## src/hw/pfs_defs.vh

```
// Offsets, field positions and reset values of the fault status bank
`ifndef PFS_DEFS_VH
`define PFS_DEFS_VH
`define PFS_OFF_BYTE 8'h78
`define PFS_OFF_WORD 8'h79
`define PFS_OFF_VOUT 8'h7a
`define PFS_OFF_IOUT 8'h7b
`define PFS_OFF_INPUT 8'h7c
`define PFS_OFF_TEMP 8'h7d
`define PFS_OFF_CML 8'h7e
`define PFS_RST_BYTE 8'h00
`define PFS_RST_WORD 16'h0000
// Summary word high byte
`define PFS_W_VOUT 15
`define PFS_W_IOUT 14
`define PFS_W_VIN 13
`define PFS_W_VENDOR 12
`define PFS_W_PG_N 11
`define PFS_W_OTHER 8
// Byte-wide summary
`define PFS_B_OFF 6
`define PFS_B_VOUT_OV 5
`define PFS_B_IOUT_OC 4
`define PFS_B_OT 2
`define PFS_B_CML 1
`define PFS_B_NONE 0
// Output voltage byte
`define PFS_V_OV 7
`define PFS_V_UV 4
`define PFS_V_MAXMIN 3
`define PFS_V_OTHER 0
// Current byte
`define PFS_I_OC 7
`define PFS_I_OC_UV 6
`define PFS_I_WARN 5
// Input byte
`define PFS_N_OV_PIN 7
`define PFS_N_HIGH 6
`define PFS_N_LOW 5
// Temperature byte
`define PFS_T_FAULT 7
`define PFS_T_WARN 6
// Communication / memory byte
`define PFS_C_CMD 7
`define PFS_C_DATA 6
`define PFS_C_MEM 4
`define PFS_C_OTHER 1
`define PFS_C_BUSY 0
`endif

```

## src/hw/pfs_status_bank.v

```verilog
// Fault and warning status register bank of the power module
// Latched flags only drop on a clear-faults pulse with the cause gone;
// a live cause re-sets them in the same cycle, so set wins over clear.
// Read data lags the address by one cycle; unmapped codes read zero.
// Alert stays low while any latched input or thermal flag or the overcurrent fault flag is up.
`default_nettype none
`include "pfs_defs.vh"

module pfs_status_bank #(
  parameter VIN_W = 10 // Width of measured input voltage
) (
  input wire i_clk, // 200 MHz clock
  input wire i_rst_b, // Async reset, active low
  input wire i_clear_faults, // Clear-faults command pulse
  input wire [7:0] i_rd_addr, // Status command code being read
  output reg [15:0] o_rd_data, // Read data, low byte for byte reads
  output reg o_rd_hit, // Address names a status register
  input wire i_vout_ov, // Output overvoltage fault present
  input wire i_vout_uv, // Output undervoltage fault present
  input wire i_vout_warn, // Output voltage warning present
  input wire i_vout_req_bad, // Request outside output limits
  input wire i_iout_oc, // Overcurrent fault
  input wire i_iout_oc_uv, // Overcurrent with undervoltage
  input wire i_iout_warn, // Overcurrent warning
  input wire i_uvlo_passed, // Input above lockout threshold
  input wire i_regulation_ok, // Power-good asserted
  input wire i_product_off, // Output disabled
  input wire i_input_overvoltage_pin_fault, // Overvoltage pin sensed
  input wire [VIN_W-1:0] i_vin_meas, // Measured input voltage
  input wire [VIN_W-1:0] i_vin_high_lim, // High warning threshold
  input wire [VIN_W-1:0] i_vin_low_lim, // Low warning threshold
  input wire i_overheat_fault, // Over-temperature fault
  input wire i_overheat_warning, // Over-temperature warning
  input wire i_cmd_bad, // Invalid command seen
  input wire i_data_bad, // Invalid data seen
  input wire i_mem_fault, // Memory fault
  input wire i_cml_other, // Other comm fault
  input wire i_mem_busy, // Memory busy, live
  input wire i_other_fault, // Fault no other bit covers
  output reg o_alert_out_n // Alert, active low
);

  // -------------------------------------------------------------
  // Latched flags
  // -------------------------------------------------------------
  reg vout_maxmin_r;
  reg iout_oc_r;
  reg iout_oc_uv_r;
  reg iout_warn_r;
  reg in_pin_r;
  reg in_high_r;
  reg in_low_r;
  reg overheat_fault_r;
  reg ot_warn_r;
  reg cml_cmd_r;
  reg cml_data_r;
  reg cml_mem_r;
  reg cml_other_r;
  reg other_fault_flag_r;

  // Strict compares: a reading equal to a limit raises no warning
  wire vin_high = i_vin_meas > i_vin_high_lim;
  wire vin_low = i_vin_meas < i_vin_low_lim;

  // Set wins over clear; a cause still present keeps the flag up
  function hold;
    input flag;
    input cause;
    input clr;
    begin
      hold = cause | (flag & ~clr);
    end
  endfunction

  // -------------------------------------------------------------
  // Next values of the latched flags
  // -------------------------------------------------------------
  wire clr = i_clear_faults;
  wire vout_maxmin_nxt = hold(vout_maxmin_r, i_vout_req_bad, clr);
  wire iout_oc_nxt = hold(iout_oc_r, i_iout_oc, clr);
  wire iout_oc_uv_nxt = hold(iout_oc_uv_r, i_iout_oc_uv, clr);
  wire iout_warn_nxt = hold(iout_warn_r, i_iout_warn, clr);
  wire in_pin_nxt = hold(in_pin_r, i_input_overvoltage_pin_fault, clr);
  wire in_high_nxt = hold(in_high_r, vin_high, clr);
  wire in_low_nxt = hold(in_low_r, vin_low, clr);
  wire overheat_fault_nxt = hold(overheat_fault_r, i_overheat_fault, clr);
  wire ot_warn_nxt = hold(ot_warn_r, i_overheat_warning, clr);
  wire cml_cmd_nxt = hold(cml_cmd_r, i_cmd_bad, clr);
  wire cml_data_nxt = hold(cml_data_r, i_data_bad, clr);
  wire cml_mem_nxt = hold(cml_mem_r, i_mem_fault, clr);
  wire cml_other_nxt = hold(cml_other_r, i_cml_other, clr);
  wire other_fault_flag_nxt = hold(other_fault_flag_r, i_other_fault,
    clr);

  // -------------------------------------------------------------
  // Latched flag registers
  // -------------------------------------------------------------
  // One register per flag keeps each clear path easy to follow

  // Output voltage request out of limits
  always @(posedge i_clk or negedge i_rst_b) begin
    if (!i_rst_b) begin
      vout_maxmin_r <= 1'b0;
    end else begin
      vout_maxmin_r <= vout_maxmin_nxt;
    end
  end

  // Overcurrent fault
  always @(posedge i_clk or negedge i_rst_b) begin
    if (!i_rst_b) begin
      iout_oc_r <= 1'b0;
    end else begin
      iout_oc_r <= iout_oc_nxt;
    end
  end

  // Overcurrent together with output undervoltage
  always @(posedge i_clk or negedge i_rst_b) begin
    if (!i_rst_b) begin
      iout_oc_uv_r <= 1'b0;
    end else begin
      iout_oc_uv_r <= iout_oc_uv_nxt;
    end
  end

  // Overcurrent warning
  always @(posedge i_clk or negedge i_rst_b) begin
    if (!i_rst_b) begin
      iout_warn_r <= 1'b0;
    end else begin
      iout_warn_r <= iout_warn_nxt;
    end
  end

  // Overvoltage pin
  always @(posedge i_clk or negedge i_rst_b) begin
    if (!i_rst_b) begin
      in_pin_r <= 1'b0;
    end else begin
      in_pin_r <= in_pin_nxt;
    end
  end

  // Input high warning
  always @(posedge i_clk or negedge i_rst_b) begin
    if (!i_rst_b) begin
      in_high_r <= 1'b0;
    end else begin
      in_high_r <= in_high_nxt;
    end
  end

  // Input low warning
  always @(posedge i_clk or negedge i_rst_b) begin
    if (!i_rst_b) begin
      in_low_r <= 1'b0;
    end else begin
      in_low_r <= in_low_nxt;
    end
  end

  // Over-temperature fault
  always @(posedge i_clk or negedge i_rst_b) begin
    if (!i_rst_b) begin
      overheat_fault_r <= 1'b0;
    end else begin
      overheat_fault_r <= overheat_fault_nxt;
    end
  end

  // Over-temperature warning
  always @(posedge i_clk or negedge i_rst_b) begin
    if (!i_rst_b) begin
      ot_warn_r <= 1'b0;
    end else begin
      ot_warn_r <= ot_warn_nxt;
    end
  end

  // Invalid command
  always @(posedge i_clk or negedge i_rst_b) begin
    if (!i_rst_b) begin
      cml_cmd_r <= 1'b0;
    end else begin
      cml_cmd_r <= cml_cmd_nxt;
    end
  end

  // Invalid data
  always @(posedge i_clk or negedge i_rst_b) begin
    if (!i_rst_b) begin
      cml_data_r <= 1'b0;
    end else begin
      cml_data_r <= cml_data_nxt;
    end
  end

  // Memory fault
  always @(posedge i_clk or negedge i_rst_b) begin
    if (!i_rst_b) begin
      cml_mem_r <= 1'b0;
    end else begin
      cml_mem_r <= cml_mem_nxt;
    end
  end

  // Other communication fault
  always @(posedge i_clk or negedge i_rst_b) begin
    if (!i_rst_b) begin
      cml_other_r <= 1'b0;
    end else begin
      cml_other_r <= cml_other_nxt;
    end
  end

  // Fault that no other bit covers
  always @(posedge i_clk or negedge i_rst_b) begin
    if (!i_rst_b) begin
      other_fault_flag_r <= 1'b0;
    end else begin
      other_fault_flag_r <= other_fault_flag_nxt;
    end
  end

  // -------------------------------------------------------------
  // Register images
  // -------------------------------------------------------------
  reg [7:0] byte_img;
  reg [15:0] word_img;
  reg [7:0] vout_img;
  reg [7:0] iout_img;
  reg [7:0] in_img;
  reg [7:0] temp_img;
  reg [7:0] cml_img;

  always @* begin
    // Byte images of the flag registers, spare bits zero
    vout_img = `PFS_RST_BYTE;
    vout_img[`PFS_V_OV] = i_vout_ov;
    vout_img[`PFS_V_UV] = i_vout_uv;
    vout_img[`PFS_V_MAXMIN] = vout_maxmin_r;
    vout_img[`PFS_V_OTHER] = other_fault_flag_r;
    iout_img = `PFS_RST_BYTE;
    iout_img[`PFS_I_OC] = iout_oc_r;
    iout_img[`PFS_I_OC_UV] = iout_oc_uv_r;
    iout_img[`PFS_I_WARN] = iout_warn_r;
    in_img = `PFS_RST_BYTE;
    in_img[`PFS_N_OV_PIN] = in_pin_r;
    in_img[`PFS_N_HIGH] = in_high_r;
    in_img[`PFS_N_LOW] = in_low_r;
    temp_img = `PFS_RST_BYTE;
    temp_img[`PFS_T_FAULT] = overheat_fault_r;
    temp_img[`PFS_T_WARN] = ot_warn_r;
    cml_img = `PFS_RST_BYTE;
    cml_img[`PFS_C_CMD] = cml_cmd_r;
    cml_img[`PFS_C_DATA] = cml_data_r;
    cml_img[`PFS_C_MEM] = cml_mem_r;
    cml_img[`PFS_C_OTHER] = cml_other_r;
    cml_img[`PFS_C_BUSY] = i_mem_busy;
    // Summaries mix live inputs with latched flags
    byte_img = `PFS_RST_BYTE;
    byte_img[`PFS_B_OFF] = i_product_off;
    byte_img[`PFS_B_VOUT_OV] = i_vout_ov;
    byte_img[`PFS_B_IOUT_OC] = iout_oc_r;
    byte_img[`PFS_B_OT] = overheat_fault_r | ot_warn_r;
    byte_img[`PFS_B_CML] = |cml_img[`PFS_C_CMD:`PFS_C_OTHER];
    byte_img[`PFS_B_NONE] = other_fault_flag_r;
    word_img = `PFS_RST_WORD;
    word_img[7:0] = byte_img;
    word_img[`PFS_W_VOUT] = i_vout_ov | i_vout_uv | i_vout_warn;
    word_img[`PFS_W_IOUT] = i_iout_oc | i_iout_oc_uv;
    word_img[`PFS_W_VIN] = ~i_uvlo_passed;
    word_img[`PFS_W_VENDOR] = 1'b0;
    word_img[`PFS_W_PG_N] = ~i_regulation_ok;
    word_img[`PFS_W_OTHER] = other_fault_flag_r;
  end

  // -------------------------------------------------------------
  // Read port, registered
  // -------------------------------------------------------------
  reg [15:0] rd_nxt;
  reg hit_nxt;

  always @* begin
    // Unmapped codes answer zero and no hit
    hit_nxt = 1'b1;
    case (i_rd_addr)
      `PFS_OFF_BYTE: rd_nxt = {8'h00, byte_img};
      `PFS_OFF_WORD: rd_nxt = word_img;
      `PFS_OFF_VOUT: rd_nxt = {8'h00, vout_img};
      `PFS_OFF_IOUT: rd_nxt = {8'h00, iout_img};
      `PFS_OFF_INPUT: rd_nxt = {8'h00, in_img};
      `PFS_OFF_TEMP: rd_nxt = {8'h00, temp_img};
      `PFS_OFF_CML: rd_nxt = {8'h00, cml_img};
      default: begin
        rd_nxt = `PFS_RST_WORD;
        hit_nxt = 1'b0;
      end
    endcase
  end

  // -------------------------------------------------------------
  // Alert output
  // -------------------------------------------------------------
  // Alert follows the latched input, thermal, overcurrent fault, other-fault and invalid-command flags so the host is told to poll
  // Output voltage request flag stays out of the alert by choice
  wire alert_nxt = ~(in_high_r | in_low_r | in_pin_r | iout_oc_r |
    overheat_fault_r | ot_warn_r | other_fault_flag_r |
    cml_img[`PFS_C_CMD]);

  always @(posedge i_clk or negedge i_rst_b) begin
    if (!i_rst_b) begin
      o_rd_data <= `PFS_RST_WORD;
      o_rd_hit <= 1'b0;
      o_alert_out_n <= 1'b1;
    end else begin
      o_rd_data <= rd_nxt;
      o_rd_hit <= hit_nxt;
      o_alert_out_n <= alert_nxt;
    end
  end

endmodule // pfs_status_bank
`default_nettype wire

```

## config.mk

```make
export PLATFORM = sky130hd
export DESIGN_NAME = pfs_status_bank
export DESIGN_NICKNAME = d
export VERILOG_FILES = /design/src/hw/pfs_status_bank.v
export VERILOG_INCLUDE_DIRS = /design/src /design/src/hw
export SDC_FILE = /design/constraint.sdc
export NUM_CORES = 1
export LEC_CHECK = 0
export BUFFER_PORTS_ARGS = -buffer_cell sky130_fd_sc_hd__buf_4
export CORE_MARGIN = 2
export CORE_UTILIZATION = 30
export DETAILED_ROUTE_END_ITERATION = 8
export PLACE_DENSITY_LB_ADDON = 0.2
export SETUP_SLACK_MARGIN = 0.02
export SYNTH_ARGS = -nofsm -noshare
export SYNTH_HDL_FRONTEND = slang
export SYNTH_SLANG_ARGS = --single-unit
```

## constraint.sdc

```tcl
create_clock -name i_clk -period 3.94 [get_ports i_clk]
set_clock_uncertainty 0.1 [all_clocks]
set_input_delay 0.985 -clock i_clk [delete_from_list [all_inputs] [get_ports i_clk]]
set_output_delay 0.985 -clock i_clk [all_outputs]
set_load 0.005 [all_outputs]
```

==> flow_summary.ini, run 1 <==
[sta]
worst_slack_ps = 1720
hold_viol = 0
min_period_over_period_pct = 56.3
final-setup-viol-count = 0
period_minus_slack_ps = 2220
finalSetupTns_ps = 0
rsz0062_at_grt = false
max_freq_ghz = 0.451
slew_violations = 0
fin_hold_ws_ps = 379

[cells_and_area]
layout.cells.non_filler = 318
diodes = 0
syn2layout_area_growth_pct = 41.6
largest_register_ffs = 13
regMostFlops = o_rd_data
nets = 324
drive_gt1_share_pct = 35.8
fill_cells = 554

[global_routing]
first_global_vias = 1499
grt_antenna_before_repair = 0
use_met3_pct = 3.86
grt_pass1_wl_um = 6530
use_met1_pct = 15.8
grt.met2_usage_pct = 22.6
grt_max_degree = 30
track_usage_pct = 13.2
grt.overflow.total = 0
busiest_layer = met2

[floorplan]
row_count = 27
die_w_um = 79.2
die_height_um = 79.2
dieArea_sq_um = 6270
start_util_pct = 31.0
pin_count = 78
core-area_sq_um = 5470

[routing]
via_per_inst = 4.53
drc = 0
dr.pass1.iters = 4
first_iter_violations = 55
vias = 1440
final_antenna_net_count = 0
wl_per_cell_um = 11.9
wl_um = 3790

[cts]
cts.clk_slew.worst_paths_ps = 60
cts.sinks = 29
clock_latency_ps = 270
htreeDepth = 2
root_buffer = clkbuf_8
cts_made_buffers = 5
cts_resized = 0
cts_setup_buffers = 0
cts_hold_buf = 0
cts_tree = yes
clk_path_buf_depth = 2

[run]
cap_violations = 0

[place]
preCtsSetupSlack_ps = 1430
dp_hpwl_um = 3080
dp_cells = 310
gp_congestion = 0.747
port-buffer-count = 74

[logic_synthesis]
synth_warnings = 0
synth-main-ff-cell = dfrtp_1
synth.cell_area_sq_um = 1700
syn-mean-instance-area_sq_um = 9.92
synthCells = 171
async_flop_share_pct = 100
synth.distinct_cells = 39
synth_seq_area_share_pct = 42.8
synth-seq-cells = 29
synth-edff-count = 0

[setup_path]
end_kind = flip-flop
startpoint_type = input port
arrival_ps = 2280
cp.required_ps = 4010
rr_worst_depth = 4
critPathKind = input port to flip-flop
path_max_fanout = 2

[power_and_ir_drop]
p_leak_nw = 1.28
power_mw = 0.721
ir_drop_uv = 131
power.density_nw_per_um2 = 300

[status]
status = finished clean

[worst_hold_path]
hold_class = flip-flop to flip-flop
min_path_cells = 1
## power by group
group / leakage [nW] / total [mW] / switching, mW / internal (mW)
Combinational: 0.868 / 0.138 / 0.0603 / 0.0779
Clock: 0.0542 / 0.262 / 0.104 / 0.157
Sequential: 0.357 / 0.321 / 0.0100 / 0.311
Total: 1.28 / 0.721 / 0.175 / 0.546
## through the flow
| step | cell area, sq um | util, % |
|---|---|---|
| after global placement | 2300 | 42.0 |
| after detailed placement | 2300 | 42.0 |
| final | 2400 | 43.9 |
| after CTS | 2400 | 43.9 |
| after global routing | 2400 | 43.9 |
| after floorplan | 1700 | - |
## logic make-up after synthesis
logic type      Yosys count  synth area share (%)
compound gates           42                  16.4
fa+ha+maj                19                  14.0
buf+inv                  32                  7.96
flops                    29                  42.8
mux                       3                  1.84
other cells               1                 0.221
simple gates             45                  16.7
## per-layer routing
layer	wire [um]	share of wire, %
met4	65	1.7
met2	1840	49
met1	1660	44
met3	215	5.7
met5	0	0
## critical path, stage by stage
cell and delay (ps):
buf_4 120, ha_1 300, a211o_1 260, a211oi_1 290
o211ai_1 140, o21a_1 180
## synthesized netlist by cell type, types with 2 or more instances
library cell,count,share of area (%)
dfrtp_1,28,41
inv_1,23,5.1
ha_1,19,14
nor2_1,15,3.3
a21o_1,13,5.8
a21oi_1,11,3.2
nand4_1,4,1.5
nor2b_1,4,1.5
nor4_1,4,1.5
o21a_1,4,1.8
a211oi_1,3,1.3
a31oi_1,3,1.1
buf_2,3,0.88
buf_4,3,1.3
clkbuf_1,3,0.66
o21ai_0,3,0.88
mux2i_1,2,1.2
nand2_1,2,0.44
nand2b_1,2,0.74
nand4b_1,2,1.0
nor3_1,2,0.59
## final timing paths
| path | from | to | slack (ps) |
|---|---|---|---|
| worst max-delay path | i_vin_meas[7] | in_high_r | 1720 |
| worst min-delay path | iout_oc_uv_r | iout_oc_uv_r | 380 |
| worst max register to register | in_high_r | in_high_r | 2560 |
| worst min register to register | iout_oc_uv_r | iout_oc_uv_r | 380 |
| max in group asynchronous | i_rst_b | o_alert_out_n | 2920 |
| min in group asynchronous | i_rst_b | o_rd_data[15] | 520 |
## layout make-up
cell class	count	area [sq um]	area share (%)
clock buffers	7	96.3	4.01
clock inverters	1	5.00	0.208
inverters	23	86.3	3.59
multi-input cells	112	842	35.1
flip-flops and latches	29	727	30.3
well taps	72	90.1	3.75
repair buffers	74	556	23.1
## layout by cell type (no fill, tap or decap), types with 2 or more instances in the layout
cell	Yosys	routed
a21oi_1	11	11
nor2_1	15	15
a211oi_1	3	3
a31oi_1	3	3
conb_1	1	3
mux2i_1	2	2
a21o_1	13	13
nand2_1	2	2
ha_1	19	19
nand4b_1	2	2
nand4_1	4	4
o21ai_0	3	3
nor3_1	2	2
nor2b_1	4	4
nand2b_1	2	2
buf_4	3	74
clkbuf_8	0	7
nor4_1	4	4
o21a_1	4	4
inv_1	23	23
dfrtp_1	28	28
Note: power is estimated with default switching activity, not from simulation.
==> inputs of run 2 (changes only) <==
==> constraint.sdc (replaced) <==
create_clock -name i_clk -period 1.8 [get_ports i_clk]
set_clock_uncertainty 0.1 [all_clocks]
set_input_delay 0.45 -clock i_clk [delete_from_list [all_inputs] [get_ports i_clk]]
set_output_delay 0.45 -clock i_clk [all_outputs]
set_load 0.005 [all_outputs]
==> run 2 against run 1 <==
Power up 110%. Cell count up 2.2%. Largest cell class unchanged. Sequential power up 120%. Critical path depth unchanged. Wire length up 1.4%. Via count up 1.6%. Non-clock buffer count up 7. Sequential share of layout area down 0.51 points.
==> flow_summary.ini, run 2 (synthesis results as in run 1) <==
[cts]
htreeDepth = 2
cts.sinks = 29
clk_path_buf_depth = 2
cts_made_buffers = 5
clock_latency_ps = 270
cts_setup_buffers = 0
cts.clk_slew.worst_paths_ps = 60
root_buffer = clkbuf_8
cts_tree = yes

[cells_and_area]
layout.cells.non_filler = 325
diodes = 0
mostFrequentLayoutCell = buf_4
nets = 331
mostFrequentLayoutCells = 80 x buf_4, 28 x dfrtp_1, 23 x inv_1
syn2layout_area_growth_pct = 44.0
largest_register_ffs = 13
fin_util_pct = 44.7
regMostFlops = o_rd_data
final_area_sq_um = 2440
drive_gt1_share_pct = 37.2

[routing]
vias = 1463
drc = 0
final_antenna_net_count = 0
dr.pass1.iters = 4
wl_um = 3840
via_per_inst = 4.50
first_iter_violations = 58
wl_per_cell_um = 11.8

[global_routing]
track_usage_pct = 12.8
grt.overflow.total = 0
grt_antenna_before_repair = 0
first_global_vias = 1429
grt_pass1_wl_um = 6350
grt_max_degree = 30

[floorplan]
die_w_um = 79.2
core-area_sq_um = 5470
pin_count = 78
start_util_pct = 31.0
dieArea_sq_um = 6270
row_count = 27
die_height_um = 79.2

[power_and_ir_drop]
p_leak_nw = 1.30
power.density_nw_per_um2 = 619
ir_drop_uv = 262
power_mw = 1.51

[place]
dp_cells = 316
port-buffer-count = 74
preCtsSetupSlack_ps = -161
gp_congestion = 0.735
placed_area_sq_um = 2350
dp_hpwl_um = 3130

[setup_path]
end_kind = flip-flop
cp_cell_sequence = buf_4, ha_1, a211o_1, a211oi_2, o211ai_1, o21a_1
critPathSlowestCell = ha_1
startpoint_type = input port
cp.buffers_inverters = 1
cp.required_ps = 1860
path_max_fanout = 2
critPathKind = input port to flip-flop
cp-startpoint = i_vin_meas[7]
critPathTopFamily = compound AO/OA/AOI/OAI gates
max_stage_delay_ps = 300
arrival_ps = 1650
worstReg2RegStart = cml_cmd_r

[worst_hold_path]
hold_class = input port to flip-flop
hp-start = i_uvlo_passed

[sta]
max_freq_ghz = 0.632
min_period_over_period_pct = 87.9
hold_viol = 0
slew_violations = 0
period_minus_slack_ps = 1580
rsz0062_at_grt = false
finalSetupTns_ps = 0
fin_hold_ws_ps = 216
final-setup-viol-count = 0
worst_slack_ps = 218

[status]
status = finished clean

[run]
cap_violations = 0
[run 2: cell count changes in the layout (fill, tap and decap cells not counted)]
cell / change
clkbuf_1: +1
dlygate4sd3_1: +1
buf_4: +6
a211oi_2: +1
a211oi_1: -1
clkbuf_8: -2
clkinv_2: +1
[run 2: path summary, 6_finish.rpt]
kind	cells past startpoint	to	slack (ps)
setup / recovery	6	in_high_r	220
hold / removal	2	o_rd_data[13]	220
setup reg to reg	3	o_rd_data[7]	500
hold reg to reg	1	iout_warn_r	380
max in group asynchronous	2	o_alert_out_n	770
min in group asynchronous	2	o_rd_data[0]	530
[run 2: cell type report]
type	instances	area, sq um
clock buffer	6	72.6
clock inverter	2	10.0
fill	564	3030
inverter	23	86.3
multi-input combinational	112	847
sequential	29	727
tap	72	90.1
timing repair buffer	81	611
[run 2: what timing repair did]
action                                  in CTS  in global routing
gates resized for setup                      0                  1
hold endpoints to repair                    16                  0
hold buffers                                 1                  0
endpoints found under the setup margin       0                  1
[run 2: per-layer routing]
metal	share of wire (%)	up-vias	track usage, %
met1	44	657	16.2
met4	1.6	0	4.66
met2	48	43	20.9
li1	-	756	-
met5	0	-	0
met3	6.8	7	3.41
[run 2: report_power, final]
part	leakage, nW	switching (mW)	internal (mW)	total (mW)
Sequential	0.357	0.0229	0.680	0.703
Combinational	0.901	0.135	0.181	0.316
Clock	0.0450	0.227	0.267	0.494
Total	1.30	0.385	1.13	1.51
==> inputs of run 3 (changes only) <==
--- a/config.mk
+++ b/config.mk
@@ -7,6 +7,8 @@
 export NUM_CORES = 1
 export LEC_CHECK = 0
 export BUFFER_PORTS_ARGS = -buffer_cell sky130_fd_sc_hd__buf_4
+export CELL_PAD_IN_SITES_DETAIL_PLACEMENT = 0
+export CELL_PAD_IN_SITES_GLOBAL_PLACEMENT = 1
 export CORE_MARGIN = 2
 export CORE_UTILIZATION = 30
 export DETAILED_ROUTE_END_ITERATION = 8
==> run 3 against run 2 <==
Via count rose by 1.4%. Sequential share of layout area down 0.14 points. First-iteration DRC count is 5.2% higher. Worst hold slack about the same. Largest cell class unchanged. Critical path depth stayed put. Count of clock-buffer cells in the layout up 1. Cell count stayed put. Worst setup slack worse by 5.2 ps. Sequential power about the same. Final area grew 0.46%. Fmax fell by 0.33%.
==> flow_summary.ini, run 3 (synthesis results as in run 1) <==
[status]
status = finished clean

[setup_path]
path_max_fanout = 2
critPathKind = input port to flip-flop
cp.required_ps = 1860
cp.buffers_inverters = 1
max_stage_delay_ps = 300
startpoint_type = input port
critPathSlowestCell = ha_1
arrival_ps = 1650
critPathTopFamily = compound AO/OA/AOI/OAI gates
end_kind = flip-flop
worstReg2RegStart = in_high_r
rr_endpoint = in_high_r
r2r_setup_slack_ps = 510
cp_cell_sequence = buf_4, ha_1, a211o_1, a211oi_2, o211ai_1, o21a_1
rr_worst_depth = 4

[sta]
rsz0062_at_grt = false
hold_viol = 0
finalSetupTns_ps = 0
period_minus_slack_ps = 1590
min_period_over_period_pct = 88.2
slew_violations = 0
max_freq_ghz = 0.630
final-setup-viol-count = 0

[place]
dp_hpwl_um = 3200
gp_congestion = 0.685
placed_area_sq_um = 2350
dp_cells = 317
port-buffer-count = 74

[cells_and_area]
syn2layout_area_growth_pct = 44.7
layout.cells.non_filler = 325
mostFrequentLayoutCell = buf_4
nets = 332
drive_gt1_share_pct = 37.2
diodes = 0
fill_cells = 553
final_area_sq_um = 2450
fin_util_pct = 44.9
largest_register_ffs = 13
regMostFlops = o_rd_data
multi_input_comb_area_sq_um = 847
register_area_sq_um = 727
mostFrequentLayoutCells = 81 x buf_4, 28 x dfrtp_1, 23 x inv_1

[cts]
cts.clk_slew.worst_paths_ps = 60
root_buffer = clkbuf_8
clk_path_buf_depth = 2
cts_tree = yes
clock_latency_ps = 270
cts_made_buffers = 5
cts_setup_buffers = 0
htreeDepth = 2
cts.sinks = 29

[run]
cap_violations = 0

[global_routing]
first_global_vias = 1458
grt_max_degree = 30
grt_pass1_wl_um = 6450
track_usage_pct = 13.0
grt_antenna_before_repair = 0
grt.overflow.total = 0

[worst_hold_path]
hp-start = i_uvlo_passed
min_to = o_rd_data[13]
min_path_cells = 2
hold_class = input port to flip-flop

[routing]
dr.pass1.iters = 4
vias = 1484
via_per_inst = 4.57
wl_um = 3940
wl_per_cell_um = 12.1
first_iter_violations = 61
drc = 0
final_antenna_net_count = 0

[floorplan]
core-area_sq_um = 5470
pin_count = 78
dieArea_sq_um = 6270
start_util_pct = 31.0
row_count = 27
die_height_um = 79.2
die_w_um = 79.2

[power_and_ir_drop]
p_leak_nw = 1.31
power.density_nw_per_um2 = 628
ir_drop_uv = 328
-- run 3: timing repair --
item | in CTS | in global routing
endpoints found under the setup margin | 0 | 1
hold endpoints to repair | 1 | 0
hold buffers | 1 | 0
resized for setup | 0 | 1
-- run 3: final cells by class --
cell class,count,area share (%)
Timing Repair Buffer,82,25.2
Inverter,23,3.52
Sequential cell,29,29.6
Multi-Input combinational cell,112,34.5
Tap cell,72,3.67
Clock buffer,7,3.52
-- run 3: per-layer routing --
metal  global-route usage, %  vias up  wire (um)
li1                        -      754          -
met2                    20.3       53       1730
met4                    4.14        0         56
met3                    4.66        5        365
met5                       0        -          0
met1                    17.0      672       1790
-- run 3: report_power, final --
group | switching (mW) | total [mW] | internal [mW]
sequential | 0.0230 | 0.703 | 0.680
clock | 0.218 | 0.520 | 0.302
combinational | 0.136 | 0.319 | 0.183
total | 0.377 | 1.54 | 1.17
-- run 3: metrics by stage --
step / power, mW / setup WS (ps) / hold slack (ps)
2_1_floorplan: 0.866 / 59.1 / 54.4
3_3_place_gp: 1.03 / -118 / 296
3_5_place_dp: 1.03 / -152 / 293
4_1_cts: 1.56 / 121 / 211
5_1_grt: 1.64 / 141 / 207
6_report: 1.54 / 212 / 216
-- run 3: worst max-delay path by stage --
stage                      start   endpoint  slack [ps]  depth (start not counted)
3_5_place_dp       i_vin_meas[7]  in_high_r        -150                          6
4_1_cts            i_vin_meas[7]  in_high_r         120                          6
2_1_floorplan  i_vin_high_lim[7]  in_high_r          60                          6
6_report           i_vin_meas[7]  in_high_r         210                          6
3_3_place_gp       i_vin_meas[7]  in_high_r        -120                          6
5_1_grt            i_vin_meas[7]  in_high_r         140                          6
